[config.mk]
export PLATFORM = sky130hd
export DESIGN_NAME = dcut_counter_timer
export DESIGN_NICKNAME = d
export VERILOG_FILES = /design/src/logic/dcut_pkg.sv /design/src/logic/dcut_counter_timer.sv
export SDC_FILE = /design/constraint.sdc
export NUM_CORES = 1
export LEC_CHECK = 0
export BUFFER_PORTS_ARGS = -buffer_cell sky130_fd_sc_hd__buf_2
export CAP_MARGIN = 10
export CORE_MARGIN = 1.5
export CORE_UTILIZATION = 60
export DETAILED_ROUTE_END_ITERATION = 12
export PLACE_DENSITY = 0.93
export SLEW_MARGIN = 20
export SYNTH_ARGS = -nofsm -noshare
export SYNTH_HDL_FRONTEND = slang
export SYNTH_SLANG_ARGS = --single-unit
[constraint.sdc]
create_clock -name sys_clk -period 5.7 [get_ports sys_clk]
set_input_delay 0.285 -clock sys_clk [delete_from_list [all_inputs] [get_ports sys_clk]]
set_output_delay 0.285 -clock sys_clk [all_outputs]
set_load 0.02 [all_outputs]
[src/logic/dcut_pkg.sv]
// constants and carrier types for the dual uart counter/timer
package dcut_pkg;

   // register offsets on the 4-bit parallel bus
   localparam logic [3:0] AUX_CONTROL_REG_ADDR    = 4'h4;
   localparam logic [3:0] IRQ_STATUS_REG_ADDR     = 4'h5;
   localparam logic [3:0] IRQ_MASK_REG_ADDR       = 4'h5;
   localparam logic [3:0] RELOAD_UPPER_BYTE_ADDR  = 4'h6;
   localparam logic [3:0] LIVE_COUNT_UPPER_ADDR   = 4'h6;
   localparam logic [3:0] RELOAD_LOWER_BYTE_ADDR  = 4'h7;
   localparam logic [3:0] LIVE_COUNT_LOWER_ADDR   = 4'h7;
   localparam logic [3:0] OUTPORT_CONFIG_REG_ADDR = 4'hD;
   localparam logic [3:0] START_COMMAND_ADDR      = 4'hE;
   localparam logic [3:0] STOP_COMMAND_ADDR       = 4'hF;

   // field positions
   localparam int CT_READY_BIT   = 3;
   localparam int CT_MODE_BIT    = 6;
   localparam int CT_SRC_MSB     = 5;
   localparam int CT_SRC_LSB     = 4;
   localparam int OUTPORT_CONFIG_REG_PIN3_MSB  = 3;
   localparam int OUTPORT_CONFIG_REG_PIN3_LSB  = 2;

   // field encodings
   localparam logic [1:0] SRC_EXT         = 2'h0;
   localparam logic [1:0] SRC_EXT_DIV16   = 2'h1;
   localparam logic [1:0] SRC_XTAL        = 2'h2;
   localparam logic [1:0] SRC_XTAL_DIV16  = 2'h3;
   localparam logic [1:0] PIN3_SHOWS_CT   = 2'h1;

   // reset values
   localparam logic [7:0]  AUX_CONTROL_RESET = 8'h00;
   localparam logic [7:0]  IRQ_MASK_RESET    = 8'h00;
   localparam logic [7:0]  OUTPORT_RESET     = 8'h00;
   localparam logic [7:0]  RELOAD_RESET      = 8'h00;
   localparam logic [15:0] COUNT_RESET       = 16'h0000;
   localparam logic [7:0]  READ_ZERO         = 8'h00;

   // timing counts
   localparam logic [3:0]  PRESCALE_LAST     = 4'hF;
   localparam logic [15:0] TERMINAL_STEP     = 16'h0001;

   typedef enum logic [1:0] {
      ST_HALTED = 2'b00,
      ST_COUNT  = 2'b01,
      ST_TIMER  = 2'b10
   } dcut_state_t;

   // host side of the parallel register bus, all strobes active low
   typedef struct packed {
      logic       csN;
      logic       rdN;
      logic       wrN;
      logic [3:0] addr;
      logic [7:0] wrData;
   } dcut_bus_t;

   // receive-to-fifo transfer events from both channels
   typedef struct packed {
      logic timeoutEnA;
      logic timeoutEnB;
      logic fifoLoadA;
      logic fifoLoadB;
   } dcut_rx_t;

endpackage

[src/logic/dcut_counter_timer.sv]
// 16-bit counter/timer of a dual uart with its byte registers
//
// What this block does
// 16-bit down counter, counter or timer mode
// reload is upper:lower byte, rewritable anytime
// reset leaves the unit in counter mode
// counter start read loads reload, starts counting
// counter step 1 to 0 sets status bit 3
// status bit 3 and mask bit 3 assert irq
// counter wraps to FFFF and keeps counting
// counter uses new reload only on start or rx fifo load
// counter stop read halts and clears bit 3
// software reads count bytes only while stopped; the block returns the live count bytes at any time
// rx fifo load reloads, counting resumes next tick
// timeout at zero raises bit 3 interrupt
// timeout attached to one channel only
// timer stop read only clears bit 3
// timer start read forces output high, reloads
// timer zero toggles output and auto reloads
// square wave period is twice reload ticks
// timer sets bit 3 on each terminal-count rising edge
// timer new reload at terminal count or start
// timer square wave feeds channel baud clocks
// aux field picks source, outport_config_reg routes pin 3
// software starts timer before routing pin 3
// count reads return live upper/lower byte
`timescale 1ns/1ps

module dcut_counter_timer
   import dcut_pkg::*;
(
   input  wire logic      sys_clk,
   input  wire logic      reset_n,
   input  wire dcut_bus_t busIn,
   input  wire dcut_rx_t  rxIn,
   input  wire logic      extTick,
   input  wire logic      xtalTick,
   input  wire logic      outPortBit3,
   output logic [7:0]     rdData_ff,
   output logic           irqReqN_ff,
   output logic           ctOut_ff,
   output logic           baudClk_ff,
   output logic           timerOutPin_ff
);

   // the count wraps 0000 to FFFF by plain subtraction
   function automatic logic [15:0] stepDown(input logic [15:0] value);
      stepDown = value - TERMINAL_STEP;
   endfunction

   function automatic logic isAt(input logic [3:0] a, input logic [3:0] target);
      isAt = (a == target);
   endfunction

   logic [7:0]  auxControl_ff;
   logic [7:0]  irqMask_ff;
   logic [7:0]  outportConfig_ff;
   logic [7:0]  reloadUpper_ff;
   logic [7:0]  reloadLower_ff;
   logic [15:0] count_ff;
   logic        ctReady_ff;
   logic        busBusy_ff;
   logic [3:0]  extDiv_ff;
   logic [3:0]  xtalDiv_ff;
   logic        timeoutLoadQ_ff;
   dcut_state_t state_ff;

   logic        accessStart;
   logic        rdStart;
   logic        wrStart;
   logic        startCmd;
   logic        stopCmd;
   logic        timerMode;
   logic [15:0] reloadValue;
   logic        ctTick;
   logic        timeoutLoad;
   logic        atTerminal;
   logic        setReady;
   logic        clrReady;
   dcut_state_t nxt_state;
   logic [15:0] nxt_count;
   logic        nxt_ctOut;

   // per-register write strobes, divided ticks and read mux
   logic        wrAuxControl;
   logic        wrIrqMask;
   logic        wrOutportConfig;
   logic        wrReloadUpper;
   logic        wrReloadLower;
   logic        extDivTick;
   logic        xtalDivTick;
   logic [7:0]  nxt_rdData;

   // a bus access counts once, at the first cycle of chip select with a strobe low
   assign accessStart = ~busIn.csN & ~busBusy_ff & (~busIn.rdN | ~busIn.wrN);
   assign rdStart     = accessStart & ~busIn.rdN;
   assign wrStart     = accessStart & ~busIn.wrN & busIn.rdN;
   assign startCmd    = rdStart & isAt(busIn.addr, START_COMMAND_ADDR);
   assign stopCmd     = rdStart & isAt(busIn.addr, STOP_COMMAND_ADDR);
   assign timerMode   = auxControl_ff[CT_MODE_BIT];
   assign reloadValue = {reloadUpper_ff, reloadLower_ff};

   // one strobe per register; reload offsets are shared with the count reads
   assign wrAuxControl    = wrStart & isAt(busIn.addr, AUX_CONTROL_REG_ADDR);
   assign wrIrqMask       = wrStart & isAt(busIn.addr, IRQ_MASK_REG_ADDR);
   assign wrOutportConfig = wrStart & isAt(busIn.addr, OUTPORT_CONFIG_REG_ADDR);
   assign wrReloadUpper   = wrStart & isAt(busIn.addr, RELOAD_UPPER_BYTE_ADDR);
   assign wrReloadLower   = wrStart & isAt(busIn.addr, RELOAD_LOWER_BYTE_ADDR);

   // busy keeps a held strobe from counting as a second access
   always_ff @(posedge sys_clk or negedge reset_n) begin
      if (!reset_n) begin
         busBusy_ff <= 1'b0;
      end else begin
         busBusy_ff <= ~busIn.csN & (~busIn.rdN | ~busIn.wrN);
      end
   end

   // write-only control registers, one flop group per register
   always_ff @(posedge sys_clk or negedge reset_n) begin
      if (!reset_n) begin
         auxControl_ff <= AUX_CONTROL_RESET;
      end else if (wrAuxControl) begin
         auxControl_ff <= busIn.wrData;
      end
   end

   always_ff @(posedge sys_clk or negedge reset_n) begin
      if (!reset_n) begin
         irqMask_ff <= IRQ_MASK_RESET;
      end else if (wrIrqMask) begin
         irqMask_ff <= busIn.wrData;
      end
   end

   always_ff @(posedge sys_clk or negedge reset_n) begin
      if (!reset_n) begin
         outportConfig_ff <= OUTPORT_RESET;
      end else if (wrOutportConfig) begin
         outportConfig_ff <= busIn.wrData;
      end
   end

   // reload bytes, writable at any moment; the count only sees them on a load
   always_ff @(posedge sys_clk or negedge reset_n) begin
      if (!reset_n) begin
         reloadUpper_ff <= RELOAD_RESET;
      end else if (wrReloadUpper) begin
         reloadUpper_ff <= busIn.wrData;
      end
   end

   always_ff @(posedge sys_clk or negedge reset_n) begin
      if (!reset_n) begin
         reloadLower_ff <= RELOAD_RESET;
      end else if (wrReloadLower) begin
         reloadLower_ff <= busIn.wrData;
      end
   end

   // divide-by-16 prescalers for the two tick sources
   always_ff @(posedge sys_clk or negedge reset_n) begin
      if (!reset_n) begin
         extDiv_ff  <= 4'h0;
         xtalDiv_ff <= 4'h0;
      end else begin
         if (extTick) begin
            extDiv_ff <= extDiv_ff + 4'h1;
         end
         if (xtalTick) begin
            xtalDiv_ff <= xtalDiv_ff + 4'h1;
         end
      end
   end

   // a divided tick is the source tick that wraps its prescaler
   assign extDivTick  = extTick & (extDiv_ff == PRESCALE_LAST);
   assign xtalDivTick = xtalTick & (xtalDiv_ff == PRESCALE_LAST);

   // clock source select from the aux field
   always_comb begin
      unique case (auxControl_ff[CT_SRC_MSB:CT_SRC_LSB])
         SRC_EXT:        ctTick = extTick;
         SRC_EXT_DIV16:  ctTick = extDivTick;
         SRC_XTAL:       ctTick = xtalTick;
         SRC_XTAL_DIV16: ctTick = xtalDivTick;
      endcase
   end

   // channel a wins when both ask, so only one channel ever drives the reload
   assign timeoutLoad = rxIn.timeoutEnA ? rxIn.fifoLoadA
                                        : (rxIn.timeoutEnB & rxIn.fifoLoadB);

   // the load lands one cycle later so a tick in the same cycle is not counted
   always_ff @(posedge sys_clk or negedge reset_n) begin
      if (!reset_n) begin
         timeoutLoadQ_ff <= 1'b0;
      end else begin
         timeoutLoadQ_ff <= timeoutLoad & ~timerMode;
      end
   end

   // terminal is the tick that takes the count from 1 to 0
   assign atTerminal = ctTick & (count_ff == TERMINAL_STEP);

   // count, run state and square wave
   always_comb begin
      nxt_state = state_ff;
      nxt_count = count_ff;
      nxt_ctOut = ctOut_ff;
      setReady  = 1'b0;
      unique case (state_ff)
         ST_HALTED: begin
            if (startCmd) begin
               nxt_count = reloadValue;
               nxt_state = timerMode ? ST_TIMER : ST_COUNT;
               nxt_ctOut = 1'b1;
            end else if (timeoutLoadQ_ff) begin
               nxt_count = reloadValue;
               nxt_state = ST_COUNT;
            end
         end
         ST_COUNT: begin
            if (startCmd) begin
               nxt_count = reloadValue;
               nxt_state = timerMode ? ST_TIMER : ST_COUNT;
               nxt_ctOut = 1'b1;
            end else if (stopCmd) begin
               nxt_state = ST_HALTED;
            end else if (timeoutLoadQ_ff) begin
               nxt_count = reloadValue;
            end else if (ctTick) begin
               nxt_count = stepDown(count_ff);
               setReady  = atTerminal;
               if (atTerminal) begin
                  nxt_ctOut = ~ctOut_ff;
               end
            end
         end
         ST_TIMER: begin
            if (startCmd) begin
               nxt_count = reloadValue;
               nxt_ctOut = 1'b1;
               nxt_state = timerMode ? ST_TIMER : ST_COUNT;
            end else if (atTerminal) begin
               // half period is reload ticks, so the full wave is twice that
               nxt_count = reloadValue;
               nxt_ctOut = ~ctOut_ff;
               setReady  = ~ctOut_ff;
            end else if (ctTick) begin
               nxt_count = stepDown(count_ff);
            end
         end
         default: begin
            nxt_state = ST_HALTED;
         end
      endcase
   end

   // reset leaves the unit halted in counter mode
   always_ff @(posedge sys_clk or negedge reset_n) begin
      if (!reset_n) begin
         state_ff <= ST_HALTED;
         count_ff <= COUNT_RESET;
         ctOut_ff <= 1'b1;
      end else begin
         state_ff <= nxt_state;
         count_ff <= nxt_count;
         ctOut_ff <= nxt_ctOut;
      end
   end

   // stop clears the ready flag in both modes; a terminal count in the same cycle wins in timer mode only
   assign clrReady = stopCmd;

   always_ff @(posedge sys_clk or negedge reset_n) begin
      if (!reset_n) begin
         ctReady_ff <= 1'b0;
      end else if (setReady) begin
         ctReady_ff <= 1'b1;
      end else if (clrReady) begin
         ctReady_ff <= 1'b0;
      end
   end

   // interrupt request lags the flag by one cycle to stay a clean flop output
   always_ff @(posedge sys_clk or negedge reset_n) begin
      if (!reset_n) begin
         irqReqN_ff <= 1'b1;
      end else begin
         irqReqN_ff <= ~(ctReady_ff & irqMask_ff[CT_READY_BIT]);
      end
   end

   // baud source follows the wave one cycle behind
   always_ff @(posedge sys_clk or negedge reset_n) begin
      if (!reset_n) begin
         baudClk_ff <= 1'b1;
      end else begin
         baudClk_ff <= ctOut_ff;
      end
   end

   // pin 3 shows the wave only when routed, else the port bit
   always_ff @(posedge sys_clk or negedge reset_n) begin
      if (!reset_n) begin
         timerOutPin_ff <= 1'b0;
      end else if (outportConfig_ff[OUTPORT_CONFIG_REG_PIN3_MSB:OUTPORT_CONFIG_REG_PIN3_LSB] == PIN3_SHOWS_CT) begin
         timerOutPin_ff <= ctOut_ff;
      end else begin
         timerOutPin_ff <= outPortBit3;
      end
   end

   // read mux; unmapped and command addresses read back as zero
   always_comb begin
      nxt_rdData = READ_ZERO;
      unique case (busIn.addr)
         IRQ_STATUS_REG_ADDR: begin
            nxt_rdData[CT_READY_BIT] = ctReady_ff;
         end
         LIVE_COUNT_UPPER_ADDR: begin
            nxt_rdData = count_ff[15:8];
         end
         LIVE_COUNT_LOWER_ADDR: begin
            nxt_rdData = count_ff[7:0];
         end
         default: begin
            nxt_rdData = READ_ZERO;
         end
      endcase
   end

   // count bytes are live, so a running count can tear between reads
   always_ff @(posedge sys_clk or negedge reset_n) begin
      if (!reset_n) begin
         rdData_ff <= READ_ZERO;
      end else if (rdStart) begin
         rdData_ff <= nxt_rdData;
      end
   end

endmodule // dcut_counter_timer

==> results.toml <==
[grt]
met3_usage_pct = 7.02
overflow = 0
gr-max-usage-layer = "met2"
grt_pass1_wl_mm = 12.7
grt_pass1_vias = 2605
grt_max_degree = 64
grt_use_met2_pct = 41.6
antenna_found_initial = 0
grtUsageTotal_pct = 27.7
met1_usage_pct = 37.8

[clock_network]
cts.path.max_buffers = 2
htree_num_levels = 3
clock-sinks = 63
insertion_delay_ps = 350
ctsResizeCount = 0
cts_buffers = 9
ctsHoldBuffers = 0
cts_tree = "done"
post_cts_buffers = 0
root_buffer = "clkbuf_8"
clk_pin_slew_ps = 70

[cells_and_area]
drive_above_1_share_pct = 24.5
multi_input_area_sq_um = 1620
nets = 391
antenna_cells = 0
post-route-util_pct = 71.5
regArea_sq_um = 1580
syn_to_final_growth_pct = 12.9
n_fill_cell = 380

[hold_path]
hp-class = "in2async"

[synthesis]
ys.flop_type = "dfrtp_1"
synth_seq_area_share_pct = 47.9
ys_types = 55
yosysTopAreaCell = "dfrtp_1"
avgSynthCellArea_sq_um = 10.3
syn_nets = 354
yosys.area.top_type_share_pct = 45.5
yosysWarnings = 0
synth_cells = 321
synth_area_leaders = "dfrtp_1, mux2_2, nand2_1"
synth-edff-count = 0
asyncSetResetFlopFracSynth_pct = 100
synth_seq_cells = 63
netlist_area_sq_um = 3300

[routing]
drtAntennaViolNets = 0
routed_wl_mm = 7.43
drc = 0
routedWlPerCell_microns = 17.2
routed_via_density = 6.23
drtIter0Drc = 391
first_pass_iters = 5
vias = 2696

[run]
cap_violations = 0

[floorplan]
dieWidth_microns = 77.1
die_y_microns = 77.1
dieArea_sq_um = 5950
start_util_pct = 63.3
core_area_sq_um = 5200
io_pins = 36
num_rows = 26

[sta]
slew_headroom_pct = 49.0
holdWs_ps = 99.0
clock.fmax_ghz = 0.409
hold_violations = 0
rsz0062_at_grt = "no"
worst_slew_pin_slew_ps = 764
fin_tns_setup_ps = 0
finalClockSkew_ps = 7.55
period_needed_ps = 2440
period_share_pct = 42.9
slew_viol_final = 0
setup-violations-final = 0

[power]
ir_drop_uv = 271
leakagePower_nw = 1.69
power_density_nw_per_um2 = 450

[worst_setup_path]
startpoint_type = "flop"
path_max_fanout = 16
reg2reg_to = "count_ff[4]$_DFFE_PN0P_"
r2r_cells = 5
end_kind = "flop"
r2r_setup_slack_ps = 3260
crit_required_ps = 5930
path_class = "reg2reg"
r2r_start = "busBusy_ff$_DFF_PN0_"
critPathArrivalTime_ps = 2670

[place]
portBuffers = 35
dpl.hpwl_mm = 5.37
place_congestion = 0.938

[run_status]
status = "completed"
[per-stage QoR]
step,power [mW],worst slack [ps],std cells,cell area [sq um]
5_1_grt,1.78,3060,433,3720
6_report,1.67,3260,433,3720
2_1_floorplan,1.11,3610,321,3300
3_3_place_gp,1.23,3000,417,3510
4_1_cts,1.67,2940,433,3720
3_5_place_dp,1.26,2910,417,3510
[synth_stat cells, types with 2 or more instances]
cell,count
dfrtp_1,60
nand2_1,40
nor2_1,33
mux2_2,23
inv_1,13
o21ai_0,11
a21oi_1,9
ha_1,9
a221oi_1,7
nand3_1,7
nand4_1,7
o211ai_1,7
and3_1,6
nor3_1,6
a31oi_1,5
clkbuf_1,5
o31ai_1,5
xnor2_1,5
nor4_1,4
o221ai_1,4
a22oi_1,3
and2_1,3
dfstp_2,3
nor2b_1,3
a21boi_0,2
a221o_1,2
a31o_2,2
a32oi_1,2
and4_1,2
and4b_1,2
buf_6,2
mux2i_1,2
nand4b_1,2
o21a_1,2
o21ai_1,2
xor2_1,2
[cell families after synthesis]
family,count (synthesis),share of synthesized area (%)
multiplexers,25,8.46
flip-flops,63,47.9
adder cells (fa/ha/maj),9,3.42
AO/OA/AOI/OAI,68,15.4
buffers and inverters,23,3.23
AND/OR/NAND/NOR,126,19.7
XOR/XNOR,7,1.86
[worst max-delay path: stages (launching register included)]
cell and delay (ps):
dfrtp_1 410, nor3_2 550, a31oi_1 250, nand2_1 510
a31oi_4 190, a221o_1 410
[layer usage]
layer / vias up / share of wire (%)
li1: 1253 / -
met5: - / 0
met4: 0 / 2.8
met1: 1321 / 44
met3: 22 / 6.0
met2: 100 / 47
[registers in the layout, indices dropped and copies added, names as in the netlist]
register	cells
reloadUpper_ff	8
xtalDiv_ff	4
irqReqN_ff	1
irqMask_ff	1
timeoutLoadQ_ff	1
auxControl_ff	3
timerOutPin_ff	1
count_ff	16
ctReady_ff	1
outportConfig_ff	2
baudClk_ff	1
reloadLower_ff	8
rdData_ff	8
extDiv_ff	4
state_ff	2
ctOut_ff	1
busBusy_ff	1
[power breakdown]
part / switching (mW) / internal [mW]
registers: 0.117 / 0.556
clock network: 0.170 / 0.236
logic: 0.359 / 0.236
[worst max-delay path by stage]
stage | slack, ps | to | start | cells past startpoint
6_report | 3260 | count_ff[4]$_DFFE_PN0P_ | busBusy_ff$_DFF_PN0_ | 5
2_1_floorplan | 3610 | count_ff[4]$_DFFE_PN0P_ | extDiv_ff[0]$_DFFE_PN0P_ | 7
4_1_cts | 2940 | count_ff[4]$_DFFE_PN0P_ | busBusy_ff$_DFF_PN0_ | 5
3_5_place_dp | 2910 | count_ff[4]$_DFFE_PN0P_ | busIn[13] | 6
3_3_place_gp | 3000 | count_ff[4]$_DFFE_PN0P_ | busIn[13] | 6
5_1_grt | 3060 | count_ff[4]$_DFFE_PN0P_ | busBusy_ff$_DFF_PN0_ | 5
[placed cells by master, fill, tap and decap left out, drive strengths merged, types with 5 or more instances in the layout]
| cell type | instances |
|---|---|
| nand3 | 7 |
| xnor2 | 5 |
| nand2 | 40 |
| o31ai | 5 |
| nor2 | 34 |
| dfrtp | 60 |
| a221oi | 7 |
| ha | 9 |
| a31oi | 6 |
| o21ai | 13 |
| nand4 | 7 |
| mux2 | 23 |
| o211ai | 7 |
| and3 | 6 |
| nor3 | 7 |
| buf | 36 |
| a21oi | 9 |
| inv | 13 |
| clkbuf | 13 |
[area by class of cell]
cell class,instances,area share (%)
clock buffers,13,4.54
multi-input cells,235,43.4
well taps,70,2.35
clock inverters,3,1.08
inverters,13,1.31
flip-flops and latches,63,42.4
repair buffers,36,4.91
No activity file was read; power rests on OpenSTA's default activity.
